==> src/logic/cab_pkg.sv <==
package cab_pkg;

   // Status flag bit positions
   localparam int FLAG_C = 0;
   localparam int FLAG_Z = 1;
   localparam int FLAG_N = 2;
   localparam int FLAG_V = 3;
   localparam int FLAG_S = 4;
   localparam int FLAG_H = 5;
   localparam int FLAG_T = 6;
   localparam int FLAG_I = 7;
   localparam logic [7:0] FLAGS_RST = 8'h00;

   // Widths
   localparam int PC_W = 22;
   localparam int OFS_W = 12;
   localparam int WK_W = 6;
   localparam int PTR_W = 16;

   // Cycle counts and program-counter steps
   localparam logic [1:0] CYC_NONE = 2'h0;
   localparam logic [1:0] CYC_ONE = 2'h1;
   localparam logic [1:0] CYC_TWO = 2'h2;
   localparam logic [1:0] CYC_THREE = 2'h3;
   localparam logic [PC_W-1:0] PC_STEP = 22'h000001;
   localparam logic [PC_W-1:0] PC_SKIP_SHORT = 22'h000002;
   localparam logic [PC_W-1:0] PC_SKIP_LONG = 22'h000003;
   localparam logic [PC_W-PTR_W-1:0] PC_HIGH_CLR = 6'h00;

   typedef enum logic [5:0] {
      OP_ADD, OP_ADD_CARRY, OP_SUB, OP_SUB_WITH_BORROW, OP_SUB_IMM_WITH_BORROW,
      OP_COMPARE, OP_COMPARE_CARRY, OP_AND, OP_OR, OP_XOR, OP_ONES_COMP, OP_NEGATE,
      OP_INCREMENT, OP_DECREMENT, OP_WORD_ADD_IMMEDIATE, OP_WORD_SUB_IMMEDIATE,
      OP_MULTIPLY, OP_SIGNED_MULTIPLY, OP_MIXED_SIGN_MULTIPLY, OP_FRACTIONAL_MULTIPLY,
      OP_FRACTIONAL_SIGNED, OP_FRACTIONAL_MIXED, OP_BRANCH_FLAG_SET, OP_BRANCH_FLAG_CLEAR,
      OP_BRANCH_SIGNED_GE, OP_BRANCH_SIGNED_LT, OP_BRANCH_HALF_CARRY_SET,
      OP_COMPARE_SKIP_EQUAL, OP_SKIP_REG_BIT_CLEAR, OP_SKIP_REG_BIT_SET,
      OP_SKIP_IO_BIT_CLEAR, OP_SKIP_IO_BIT_SET, OP_POINTER_JUMP, OP_POINTER_CALL
   } cab_op_t;

   // Operation request from the decoder
   typedef struct packed {
      cab_op_t op;
      logic [7:0] opA;
      logic [7:0] opB;
      logic [15:0] pair;
      logic [WK_W-1:0] wordK;
      logic [OFS_W-1:0] ofs;
      logic [PC_W-1:0] pc;
      logic [PTR_W-1:0] zPtr;
      logic [2:0] bitSel;
      logic ioBit;
      logic nextLong;
   } cab_req_t;

   // Completion record, valid for the one cycle that done is high
   typedef struct packed {
      logic done;
      logic wrByte;
      logic wrPair;
      logic toR1R0;
      logic [15:0] result;
      logic pcLoad;
      logic [PC_W-1:0] pcNext;
      logic push;
      logic [PC_W-1:0] retAddr;
   } cab_rsp_t;

endpackage

==> src/logic/cab_alu.sv <==
`timescale 1ns/100ps
module cab_alu (
   input wire cab_pkg::cab_op_t op, // Operation
   input wire logic [7:0] a, // Destination operand
   input wire logic [7:0] b, // Source or constant
   input wire logic [15:0] pair, // Register pair value
   input wire logic [cab_pkg::WK_W-1:0] wordK, // Word constant
   input wire logic [7:0] flagsIn, // Current flags
   output logic [15:0] res, // Result
   output logic [7:0] flagsOut, // Updated flags
   output logic wrByte, // Write back byte
   output logic wrPair, // Write back pair
   output logic isAlu // Operation handled here
);
   import cab_pkg::*;

   logic isSub, cIn, cEff, carry, half, ovf;
   logic [7:0] bEff, r8;
   logic [8:0] s9;
   logic [4:0] h5;
   logic [16:0] w17;

   // Shared byte adder; subtraction is a plus not-b plus not-borrow
   always_comb begin
      isSub = op inside {OP_SUB, OP_SUB_WITH_BORROW, OP_SUB_IMM_WITH_BORROW, OP_COMPARE,
                         OP_COMPARE_CARRY, OP_NEGATE, OP_DECREMENT};
      cIn = (op inside {OP_ADD_CARRY, OP_SUB_WITH_BORROW, OP_SUB_IMM_WITH_BORROW,
                        OP_COMPARE_CARRY}) && flagsIn[FLAG_C];
      bEff = (op inside {OP_INCREMENT, OP_DECREMENT}) ? 8'h01 : b;
      if (op == OP_NEGATE) begin
         bEff = a;
      end
      bEff = isSub ? ~bEff : bEff;
      cEff = isSub ? ~cIn : cIn;
      s9 = {1'b0, (op == OP_NEGATE) ? 8'h00 : a} + {1'b0, bEff} + {8'h00, cEff};
      h5 = {1'b0, (op == OP_NEGATE) ? 4'h0 : a[3:0]} + {1'b0, bEff[3:0]} + {4'h0, cEff};
      r8 = s9[7:0];
      carry = s9[8] ^ isSub;
      half = h5[4] ^ isSub;
      ovf = (((op == OP_NEGATE) ? 1'b0 : a[7]) == bEff[7]) && (r8[7] != bEff[7]);
      w17 = (op == OP_WORD_SUB_IMMEDIATE) ? {1'b0, pair} - {11'h000, wordK}
                                          : {1'b0, pair} + {11'h000, wordK};
   end

   // Result and flag selection
   always_comb begin
      res = {8'h00, r8};
      flagsOut = flagsIn;
      wrByte = 1'b1;
      wrPair = 1'b0;
      isAlu = 1'b1;
      case (op)
         OP_ADD, OP_ADD_CARRY, OP_SUB, OP_SUB_WITH_BORROW, OP_SUB_IMM_WITH_BORROW, OP_COMPARE,
         OP_COMPARE_CARRY, OP_NEGATE: begin
            flagsOut[FLAG_C] = carry;
            flagsOut[FLAG_H] = half;
            flagsOut[FLAG_V] = ovf;
            wrByte = !(op inside {OP_COMPARE, OP_COMPARE_CARRY});
         end
         OP_INCREMENT, OP_DECREMENT: flagsOut[FLAG_V] = ovf;
         OP_AND, OP_OR, OP_XOR: begin
            res = {8'h00, (op == OP_AND) ? (a & b) : (op == OP_OR) ? (a | b) : (a ^ b)};
            flagsOut[FLAG_V] = 1'b0;
         end
         OP_ONES_COMP: begin
            res = {8'h00, ~a};
            flagsOut[FLAG_V] = 1'b0;
            flagsOut[FLAG_C] = 1'b1;
         end
         OP_WORD_ADD_IMMEDIATE, OP_WORD_SUB_IMMEDIATE: begin
            res = w17[15:0];
            wrByte = 1'b0;
            wrPair = 1'b1;
            flagsOut[FLAG_C] = w17[16];
            flagsOut[FLAG_V] = (op == OP_WORD_SUB_IMMEDIATE) ? (pair[15] && !w17[15])
                                                             : (!pair[15] && w17[15]);
         end
         default: begin
            isAlu = 1'b0;
            wrByte = 1'b0;
         end
      endcase
      // Zero chains through the borrow-subtract and compare-with-carry forms so multi-byte results test whole
      if (wrPair) begin
         flagsOut[FLAG_Z] = (res == 16'h0000);
         flagsOut[FLAG_N] = res[15];
      end else if (isAlu) begin
         flagsOut[FLAG_Z] = (res[7:0] == 8'h00) &&
            (!(op inside {OP_SUB_WITH_BORROW, OP_SUB_IMM_WITH_BORROW, OP_COMPARE_CARRY})
             || flagsIn[FLAG_Z]);
         flagsOut[FLAG_N] = res[7];
      end
      if (isAlu) begin
         flagsOut[FLAG_S] = flagsOut[FLAG_N] ^ flagsOut[FLAG_V];
      end
   end
endmodule // cab_alu

==> src/logic/cab_mul.sv <==
`timescale 1ns/100ps
module cab_mul (
   input wire logic [7:0] a, // Destination operand
   input wire logic [7:0] b, // Source operand
   input wire logic signA, // Treat a as signed
   input wire logic signB, // Treat b as signed
   input wire logic frac, // Fractional form
   output logic [15:0] prod, // Product for r1:r0
   output logic zf, // Zero flag
   output logic cf // Carry flag
);
   logic signed [8:0] xa, xb;
   logic signed [17:0] full;

   // Sign extension picks the operand form
   always_comb begin
      xa = {signA & a[7], a};
      xb = {signB & b[7], b};
      full = xa * xb;
      cf = full[15];
      prod = frac ? {full[14:0], 1'b0} : full[15:0];
      zf = (prod == 16'h0000);
   end
endmodule // cab_mul

==> src/logic/cab_exec.sv <==
`timescale 1ns/100ps
// Notes on behaviour
// - Subtract constant with borrow writes d-K-C, sets Z,C,N,V,S,H, one cycle.
// - Word add of constant to pair sets Z,C,N,V,S, not H, two cycles.
// - Word subtract of constant from pair sets Z,C,N,V,S, keeps H, two cycles.
// - Mixed multiply, signed d by unsigned r, product to r1:r0, Z and C, two cycles.
// - Signed greater-or-equal branch taken when N xor V is 0; PC+k+1; 1 or 2 cycles.
// - Signed less-than branch taken when N xor V is 1; same target and timing.
// - Compare-skip-equal skips next word(s) when equal; 1/2/3 cycles, no flags.
// - Pointer jump loads PC low 16 bits from Z, clears bits 21:16, two cycles.
// - Pointer call loads PC from Z, high bits zero, two or three cycles, no flags.
// - Half-carry-set branch taken only when H is one; PC+k+1; 1 or 2 cycles.
// - Skip-if-I/O-bit-clear skips next instruction when bit is zero; 1 to 3 cycles.
module cab_exec #(
   parameter logic [1:0] CALL_CYCLES = 2'h2 // Pointer call length, 2 or 3
) (
   input wire logic mclk, // Core clock
   input wire logic srst, // Synchronous reset
   input wire logic reqValid, // Operation strobe
   input wire cab_pkg::cab_req_t req, // Operation and operands
   output cab_pkg::cab_rsp_t rsp_q, // Completion record
   output logic [7:0] statusFlag_q, // Status flag register
   output logic busy_q // Multi-cycle operation running
);
   import cab_pkg::*;

   // Parameter check
   if (CALL_CYCLES != CYC_TWO && CALL_CYCLES != CYC_THREE) begin : gBadCallCycles
      $error("CALL_CYCLES must be 2 or 3");
   end

   logic take;
   logic commitNow;
   logic [1:0] cnt_q;
   logic [1:0] nxtCyc;
   cab_rsp_t nxtRsp;
   cab_rsp_t pendRsp_q;
   logic [7:0] nxtFlags;
   logic [7:0] pendFlags_q;

   logic [15:0] aluRes;
   logic [7:0] aluFlags;
   logic aluWrByte;
   logic aluWrPair;
   logic aluIsOp;

   logic [15:0] mulProd;
   logic mulZ;
   logic mulC;
   logic mulSignA;
   logic mulSignB;
   logic mulFrac;

   logic cond;
   logic [PC_W-1:0] pcSeq;
   logic [PC_W-1:0] pcBranch;
   logic [PC_W-1:0] pcSkip;

   // Multiply family check, used only to select the response
   function automatic logic isMul(input cab_op_t op);
      return op inside {OP_MULTIPLY, OP_SIGNED_MULTIPLY, OP_MIXED_SIGN_MULTIPLY,
                        OP_FRACTIONAL_MULTIPLY, OP_FRACTIONAL_SIGNED, OP_FRACTIONAL_MIXED};
   endfunction

   // Relative branch family
   function automatic logic isBranch(input cab_op_t op);
      return op inside {OP_BRANCH_FLAG_SET, OP_BRANCH_FLAG_CLEAR, OP_BRANCH_SIGNED_GE,
                        OP_BRANCH_SIGNED_LT, OP_BRANCH_HALF_CARRY_SET};
   endfunction

   // Skip family
   function automatic logic isSkip(input cab_op_t op);
      return op inside {OP_COMPARE_SKIP_EQUAL, OP_SKIP_REG_BIT_CLEAR, OP_SKIP_REG_BIT_SET,
                        OP_SKIP_IO_BIT_CLEAR, OP_SKIP_IO_BIT_SET};
   endfunction

   // Branch conditions against the live flags, skip conditions against the operands and I/O bit
   function automatic logic condMet(input cab_req_t r, input logic [7:0] f);
      logic c;
      c = 1'b0;
      case (r.op)
         OP_BRANCH_FLAG_SET: c = f[r.bitSel];
         OP_BRANCH_FLAG_CLEAR: c = !f[r.bitSel];
         OP_BRANCH_SIGNED_GE: c = ((f[FLAG_N] ^ f[FLAG_V]) == 1'b0);
         OP_BRANCH_SIGNED_LT: c = ((f[FLAG_N] ^ f[FLAG_V]) == 1'b1);
         OP_BRANCH_HALF_CARRY_SET: c = f[FLAG_H];
         OP_COMPARE_SKIP_EQUAL: c = (r.opA == r.opB);
         OP_SKIP_REG_BIT_CLEAR: c = !r.opA[r.bitSel];
         OP_SKIP_REG_BIT_SET: c = r.opA[r.bitSel];
         OP_SKIP_IO_BIT_CLEAR: c = !r.ioBit;
         OP_SKIP_IO_BIT_SET: c = r.ioBit;
         default: c = 1'b0;
      endcase
      return c;
   endfunction

   // Byte and word arithmetic and logic
   cab_alu uAlu (
      .op(req.op),
      .a(req.opA),
      .b(req.opB),
      .pair(req.pair),
      .wordK(req.wordK),
      .flagsIn(statusFlag_q),
      .res(aluRes),
      .flagsOut(aluFlags),
      .wrByte(aluWrByte),
      .wrPair(aluWrPair),
      .isAlu(aluIsOp)
   );

   // Multiplier operand forms
   always_comb begin
      mulSignA = req.op inside {OP_SIGNED_MULTIPLY, OP_MIXED_SIGN_MULTIPLY,
                                OP_FRACTIONAL_SIGNED, OP_FRACTIONAL_MIXED};
      mulSignB = req.op inside {OP_SIGNED_MULTIPLY, OP_FRACTIONAL_SIGNED};
      mulFrac = req.op inside {OP_FRACTIONAL_MULTIPLY, OP_FRACTIONAL_SIGNED,
                               OP_FRACTIONAL_MIXED};
   end

   cab_mul uMul (
      .a(req.opA),
      .b(req.opB),
      .signA(mulSignA),
      .signB(mulSignB),
      .frac(mulFrac),
      .prod(mulProd),
      .zf(mulZ),
      .cf(mulC)
   );

   // Program-counter candidates
   always_comb begin
      pcSeq = req.pc + PC_STEP;
      pcBranch = req.pc + {{(PC_W-OFS_W){req.ofs[OFS_W-1]}}, req.ofs} + PC_STEP;
      pcSkip = req.pc + (req.nextLong ? PC_SKIP_LONG : PC_SKIP_SHORT);
      cond = condMet(req, statusFlag_q);
   end

   // Response, new flags and cycle count for the offered operation
   always_comb begin
      nxtRsp = '0;
      nxtRsp.done = 1'b1;
      nxtFlags = statusFlag_q;
      nxtCyc = CYC_ONE;
      if (aluIsOp) begin
         nxtRsp.result = aluRes;
         nxtRsp.wrByte = aluWrByte;
         nxtRsp.wrPair = aluWrPair;
         nxtFlags = aluFlags;
         nxtCyc = aluWrPair ? CYC_TWO : CYC_ONE;
      end else if (isMul(req.op)) begin
         nxtRsp.result = mulProd;
         nxtRsp.wrPair = 1'b1;
         nxtRsp.toR1R0 = 1'b1;
         nxtFlags[FLAG_Z] = mulZ;
         nxtFlags[FLAG_C] = mulC;
         nxtCyc = CYC_TWO;
      end else if (isBranch(req.op)) begin
         nxtRsp.pcLoad = 1'b1;
         nxtRsp.pcNext = cond ? pcBranch : pcSeq;
         nxtCyc = cond ? CYC_TWO : CYC_ONE;
      end else if (isSkip(req.op)) begin
         nxtRsp.pcLoad = 1'b1;
         nxtRsp.pcNext = cond ? pcSkip : pcSeq;
         if (cond) begin
            nxtCyc = req.nextLong ? CYC_THREE : CYC_TWO;
         end
      end else if (req.op == OP_POINTER_JUMP) begin
         nxtRsp.pcLoad = 1'b1;
         nxtRsp.pcNext = {PC_HIGH_CLR, req.zPtr};
         nxtCyc = CYC_TWO;
      end else if (req.op == OP_POINTER_CALL) begin
         nxtRsp.pcLoad = 1'b1;
         nxtRsp.pcNext = {PC_HIGH_CLR, req.zPtr};
         nxtRsp.push = 1'b1;
         nxtRsp.retAddr = pcSeq;
         nxtCyc = CALL_CYCLES;
      end
   end

   // Accept only while idle; finish now for single-cycle work
   always_comb begin
      take = reqValid && !busy_q;
      commitNow = take && (nxtCyc == CYC_ONE);
   end

   // Remaining cycles of the running operation
   always_ff @(posedge mclk) begin
      if (srst) begin
         cnt_q <= CYC_NONE;
      end else if (take) begin
         cnt_q <= nxtCyc - CYC_ONE;
      end else if (cnt_q != CYC_NONE) begin
         cnt_q <= cnt_q - CYC_ONE;
      end
   end

   // Busy while a longer operation counts down
   always_ff @(posedge mclk) begin
      if (srst) begin
         busy_q <= 1'b0;
      end else if (take) begin
         busy_q <= (nxtCyc != CYC_ONE);
      end else if (cnt_q == CYC_ONE) begin
         busy_q <= 1'b0;
      end
   end

   // Held result of a longer operation
   always_ff @(posedge mclk) begin
      if (srst) begin
         pendRsp_q <= '0;
         pendFlags_q <= FLAGS_RST;
      end else if (take) begin
         pendRsp_q <= nxtRsp;
         pendFlags_q <= nxtFlags;
      end
   end

   // Completion record, high for one cycle at the end
   always_ff @(posedge mclk) begin
      if (srst) begin
         rsp_q <= '0;
      end else if (commitNow) begin
         rsp_q <= nxtRsp;
      end else if (busy_q && cnt_q == CYC_ONE) begin
         rsp_q <= pendRsp_q;
      end else begin
         rsp_q <= '0;
      end
   end

   // Flags change together with the completion
   always_ff @(posedge mclk) begin
      if (srst) begin
         statusFlag_q <= FLAGS_RST;
      end else if (commitNow) begin
         statusFlag_q <= nxtFlags;
      end else if (busy_q && cnt_q == CYC_ONE) begin
         statusFlag_q <= pendFlags_q;
      end
   end

endmodule // cab_exec

==> config.mk <==
export PLATFORM = sky130hd
export DESIGN_NAME = cab_exec
export DESIGN_NICKNAME = d
export VERILOG_FILES = /design/src/logic/cab_pkg.sv /design/src/logic/cab_alu.sv /design/src/logic/cab_mul.sv /design/src/logic/cab_exec.sv
export SDC_FILE = /design/constraint.sdc
export NUM_CORES = 1
export LEC_CHECK = 0
export BUFFER_PORTS_ARGS = -buffer_cell sky130_fd_sc_hd__buf_2
export CORE_MARGIN = 2
export CORE_UTILIZATION = 30
export DETAILED_ROUTE_END_ITERATION = 6
export GPL_ROUTABILITY_DRIVEN = 1
export GPL_TIMING_DRIVEN = 0
export PLACE_DENSITY = 0.47
export SYNTH_ARGS = -nofsm -noshare
export SYNTH_HDL_FRONTEND = slang
export SYNTH_SLANG_ARGS = --single-unit
==> constraint.sdc <==
create_clock -name mclk -period 10.4 [get_ports mclk]
set_input_delay 1.04 -clock mclk [delete_from_list [all_inputs] [get_ports mclk]]
set_output_delay 1.04 -clock mclk [all_outputs]
set_load 0.1 [all_outputs]
==> impl_metrics.json <==
{
  "final_util": 0.354,
  "synth_cells": 1715,
  "drt-wirelength-per-cell_um": 20.3,
  "max_freq_mhz": 122,
  "cts_buffers": 17,
  "grt_pass1_vias": 12606,
  "drv_slew": 0,
  "outcome": "complete, no violations",
  "period_share": 0.786,
  "cp_top_family": "adder cells",
  "tns_ns": 0,
  "totalWireLength_um": 51100,
  "seq_area_frac_synth": 0.228,
  "cp-start-kind": "input pin",
  "final-instance-count-excl-fill": 2516,
  "power_leakage_nw": 6.69,
  "cts.sinks": 151,
  "drt_iter0_markers": 1016,
  "power_mw": 2.28,
  "grt_remaining_overflow": 0,
  "worst_slew_pin_slew_ns": 1.10,
  "path_common_cell": "fa_1",
  "post_cts_buffers": 0,
  "cts_resized": 0,
  "clk_latency_ns": 0.43,
  "ctsHoldBuffers": 0,
  "p_sw_mw": 0.931,
  "dp_hpwl_um": 42100,
  "pre_cts_ws_ns": 1.82,
  "initial_core_util": 0.302,
  "finalWorstSetupSlack_ns": 2.23,
  "die-area_mm2": 0.0460,
  "final_cell_mix": "260 x nor2_1, 179 x buf_2, 161 x nand2_1, 151 x dfxtp_1, 135 x inv_1",
  "slowest_delay_ns": 0.63,
  "rows": 77,
  "async_flop_share": 0,
  "slowest_stage": "nand4b_1",
  "drt.antenna.violating_nets": 0,
  "synth_area_mm2": 0.0133,
  "synth_seq_cells": 151,
  "min_period_ns": 8.17,
  "final_common_cell": "nor2_1",
  "final.fill_count": 4730,
  "crit_chain": "buf_2 > clkbuf_1 > nor3b_1 > nand4b_1 > nand2b_1 > fa_1 > fa_1 > inv_1 > fa_1 > fa_1 > inv_1 > fa_1 > inv_1 > ha_1 > o21ai_0 > o21ai_0 > a211oi_1 > o31ai_1 > a21oi_1 > xnor2_1 > mux2i_1 > o21ai_0 > a22oi_1 > nor2_1",
  "cts.htree.levels": 4,
  "nets": 2180,
  "die_x_um": 214,
  "synth_area_per_cell_um2": 7.75,
  "gr-usage-all-layers": 0.217,
  "cap_violations": 0,
  "seqPwrFrac": 0.268,
  "cts_root_buffer": "clkbuf_16",
  "dpl.cell_count": 2483,
  "arrival_ns": 8.53,
  "layout-drive-gt1-share": 0.120,
  "p_int_mw": 1.35,
  "crit_path_end_kind": "register",
  "power_frac_clock": 0.302,
  "synth_edf_count": 0,
  "grt_pass1_wl_um": 76900,
  "rsz0062_at_grt": "no",
  "power_density_mw_per_mm2": 146,
  "dr.pass1.iters": 7,
  "grt_max_degree": 17,
  "cts_tree": "done",
  "area_delta_synth_final_pct": 17.1,
  "synth_warnings": 0,
  "comb_power_share": 0.430,
  "ys_dominant_reg_cell": "dfxtp_1",
  "setup_viol": 0,
  "io_pins": 177,
  "hold_path_class": "reg -> reg",
  "synth_nets": 1985,
  "viasPerCell": 5.27,
  "clkTransAtPathRegs_ns": 0.07,
  "grt_antenna_before_repair": 6,
  "ir_worst_vdd_mv": 0.0958,
  "port_buffers": 176,
  "die_h_um": 214,
  "synth_cell_types": 75,
  "clk_path_buf_depth": 2,
  "remaining_drc_errors": 0,
  "maxSlewHeadroom": 0.259,
  "critical_path_required_ns": 10.75,
  "critPathBufInv": 5,
  "hold_violations": 0,
  "finClkSkew_ns": 0.0118,
  "critPathKind": "in -> reg",
  "core_mm2": 0.0439,
  "crit_fanout": 10,
  "vias": 13255,
  "routabilityCongestion": 0.920,
  "p_sw_frac": 0.408
}
==> Yosys cell counts, types with 8 or more instances <==
library cell,n,area share
a211oi_1,29,0.016
a21o_1,21,0.012
a21oi_1,114,0.043
a22oi_1,72,0.041
a31oi_1,11,0.0052
and3_1,14,0.0066
buf_1,12,0.0034
clkbuf_1,79,0.022
dfxtp_1,151,0.23
fa_1,67,0.10
ha_1,101,0.095
inv_1,135,0.038
mux2i_1,21,0.016
nand2_1,161,0.045
nand2b_1,17,0.0080
nand3_1,35,0.013
nor2_1,260,0.073
nor2b_1,8,0.0038
nor3_1,40,0.015
o211ai_1,11,0.0062
o21a_1,15,0.0085
o21ai_0,52,0.020
o22ai_1,18,0.0085
o31ai_1,9,0.0051
or3_1,13,0.0061
or4_1,9,0.0051
xnor2_1,58,0.038
xor2_1,42,0.028
==> kinds of logic after synthesis <==
logic type / after synthesis / synth area share
AND/OR/NAND/NOR: 606 / 0.204
AO/OA/AOI/OAI: 428 / 0.214
buffers and inverters: 234 / 0.0675
adder cells (fa/ha/maj): 168 / 0.196
flip-flops: 151 / 0.228
XOR/XNOR: 100 / 0.0659
multiplexers: 28 / 0.0251
==> registers in the layout, summed over array words and instances, names as in the netlist <==
name	cells
busy_q	1
cnt_q	2
pendFlags_q	8
pendRsp_q	66
rsp_q	66
statusFlag_q	8
==> power by group through the flow <==
stage | sequential (mW) | clock, mW | combinational [mW]
floorplan | 0.665 | 0 | 0.615
global placement | 0.623 | 0 | 0.970
detailed placement | 0.624 | 0 | 0.967
CTS | 0.611 | 0.699 | 0.978
global route | 0.613 | 0.722 | 1.09
finish | 0.611 | 0.689 | 0.981
==> stage by stage <==
| step | area [um2] | hold slack (ns) |
|---|---|---|
| floorplan | 13300 | 0.420 |
| global placement | 14900 | 0.439 |
| detailed placement | 14900 | 0.446 |
| CTS | 15600 | 0.454 |
| global route | 15600 | 0.480 |
| finish | 15600 | 0.452 |
==> layer usage <==
layer | GRT usage | up-vias | routed length [um]
met5 | 0 | - | 45
met4 | 0.0660 | 8 | 1240
met3 | 0.0278 | 67 | 2800
met2 | 0.349 | 442 | 23200
met1 | 0.301 | 6373 | 23700
li1 | - | 6365 | -
==> area by class of cell <==
cell class	count	area, um2	share of cell area
inverters	137	514	0.0330
plain buffers	97	383	0.0246
clock inverters	15	228	0.0146
clock buffers	17	425	0.0273
well taps	592	741	0.0476
multi-input cells	1330	9370	0.602
repair buffers	176	881	0.0566
diodes	1	2.50	0.000161
flip-flops and latches	151	3020	0.194
==> final timing paths <==
kind         slack, ns  cells after the start                          end                    startpoint
min               0.45                      2    pendRsp_q[1]$_SDFFE_PP0P_     pendRsp_q[1]$_SDFFE_PP0P_
max reg2reg       5.94                     16  pendFlags_q[1]$_SDFFE_PP0P_  statusFlag_q[0]$_SDFFE_PP0P_
min reg2reg       0.45                      2    pendRsp_q[1]$_SDFFE_PP0P_     pendRsp_q[1]$_SDFFE_PP0P_
max               2.23                     24         rsp_q[60]$_SDFF_PP0_                       req[96]
==> worst register-to-register path, stage by stage (launching register included) <==
cell and delay [ns]:
dfxtp_1 0.40, a21oi_1 0.16, nor3_1 0.06, o31ai_1 0.40
fa_1 0.28, inv_1 0.06, fa_1 0.40, a21o_1 0.20
a21oi_1 0.35, xor2_1 0.26, nor2_1 0.07, a311oi_1 0.53
nor4bb_1 0.37, nand4_1 0.13, and4b_1 0.30, a31oi_1 0.12
a211oi_1 0.27
No activity file was read; power rests on OpenSTA's default activity.
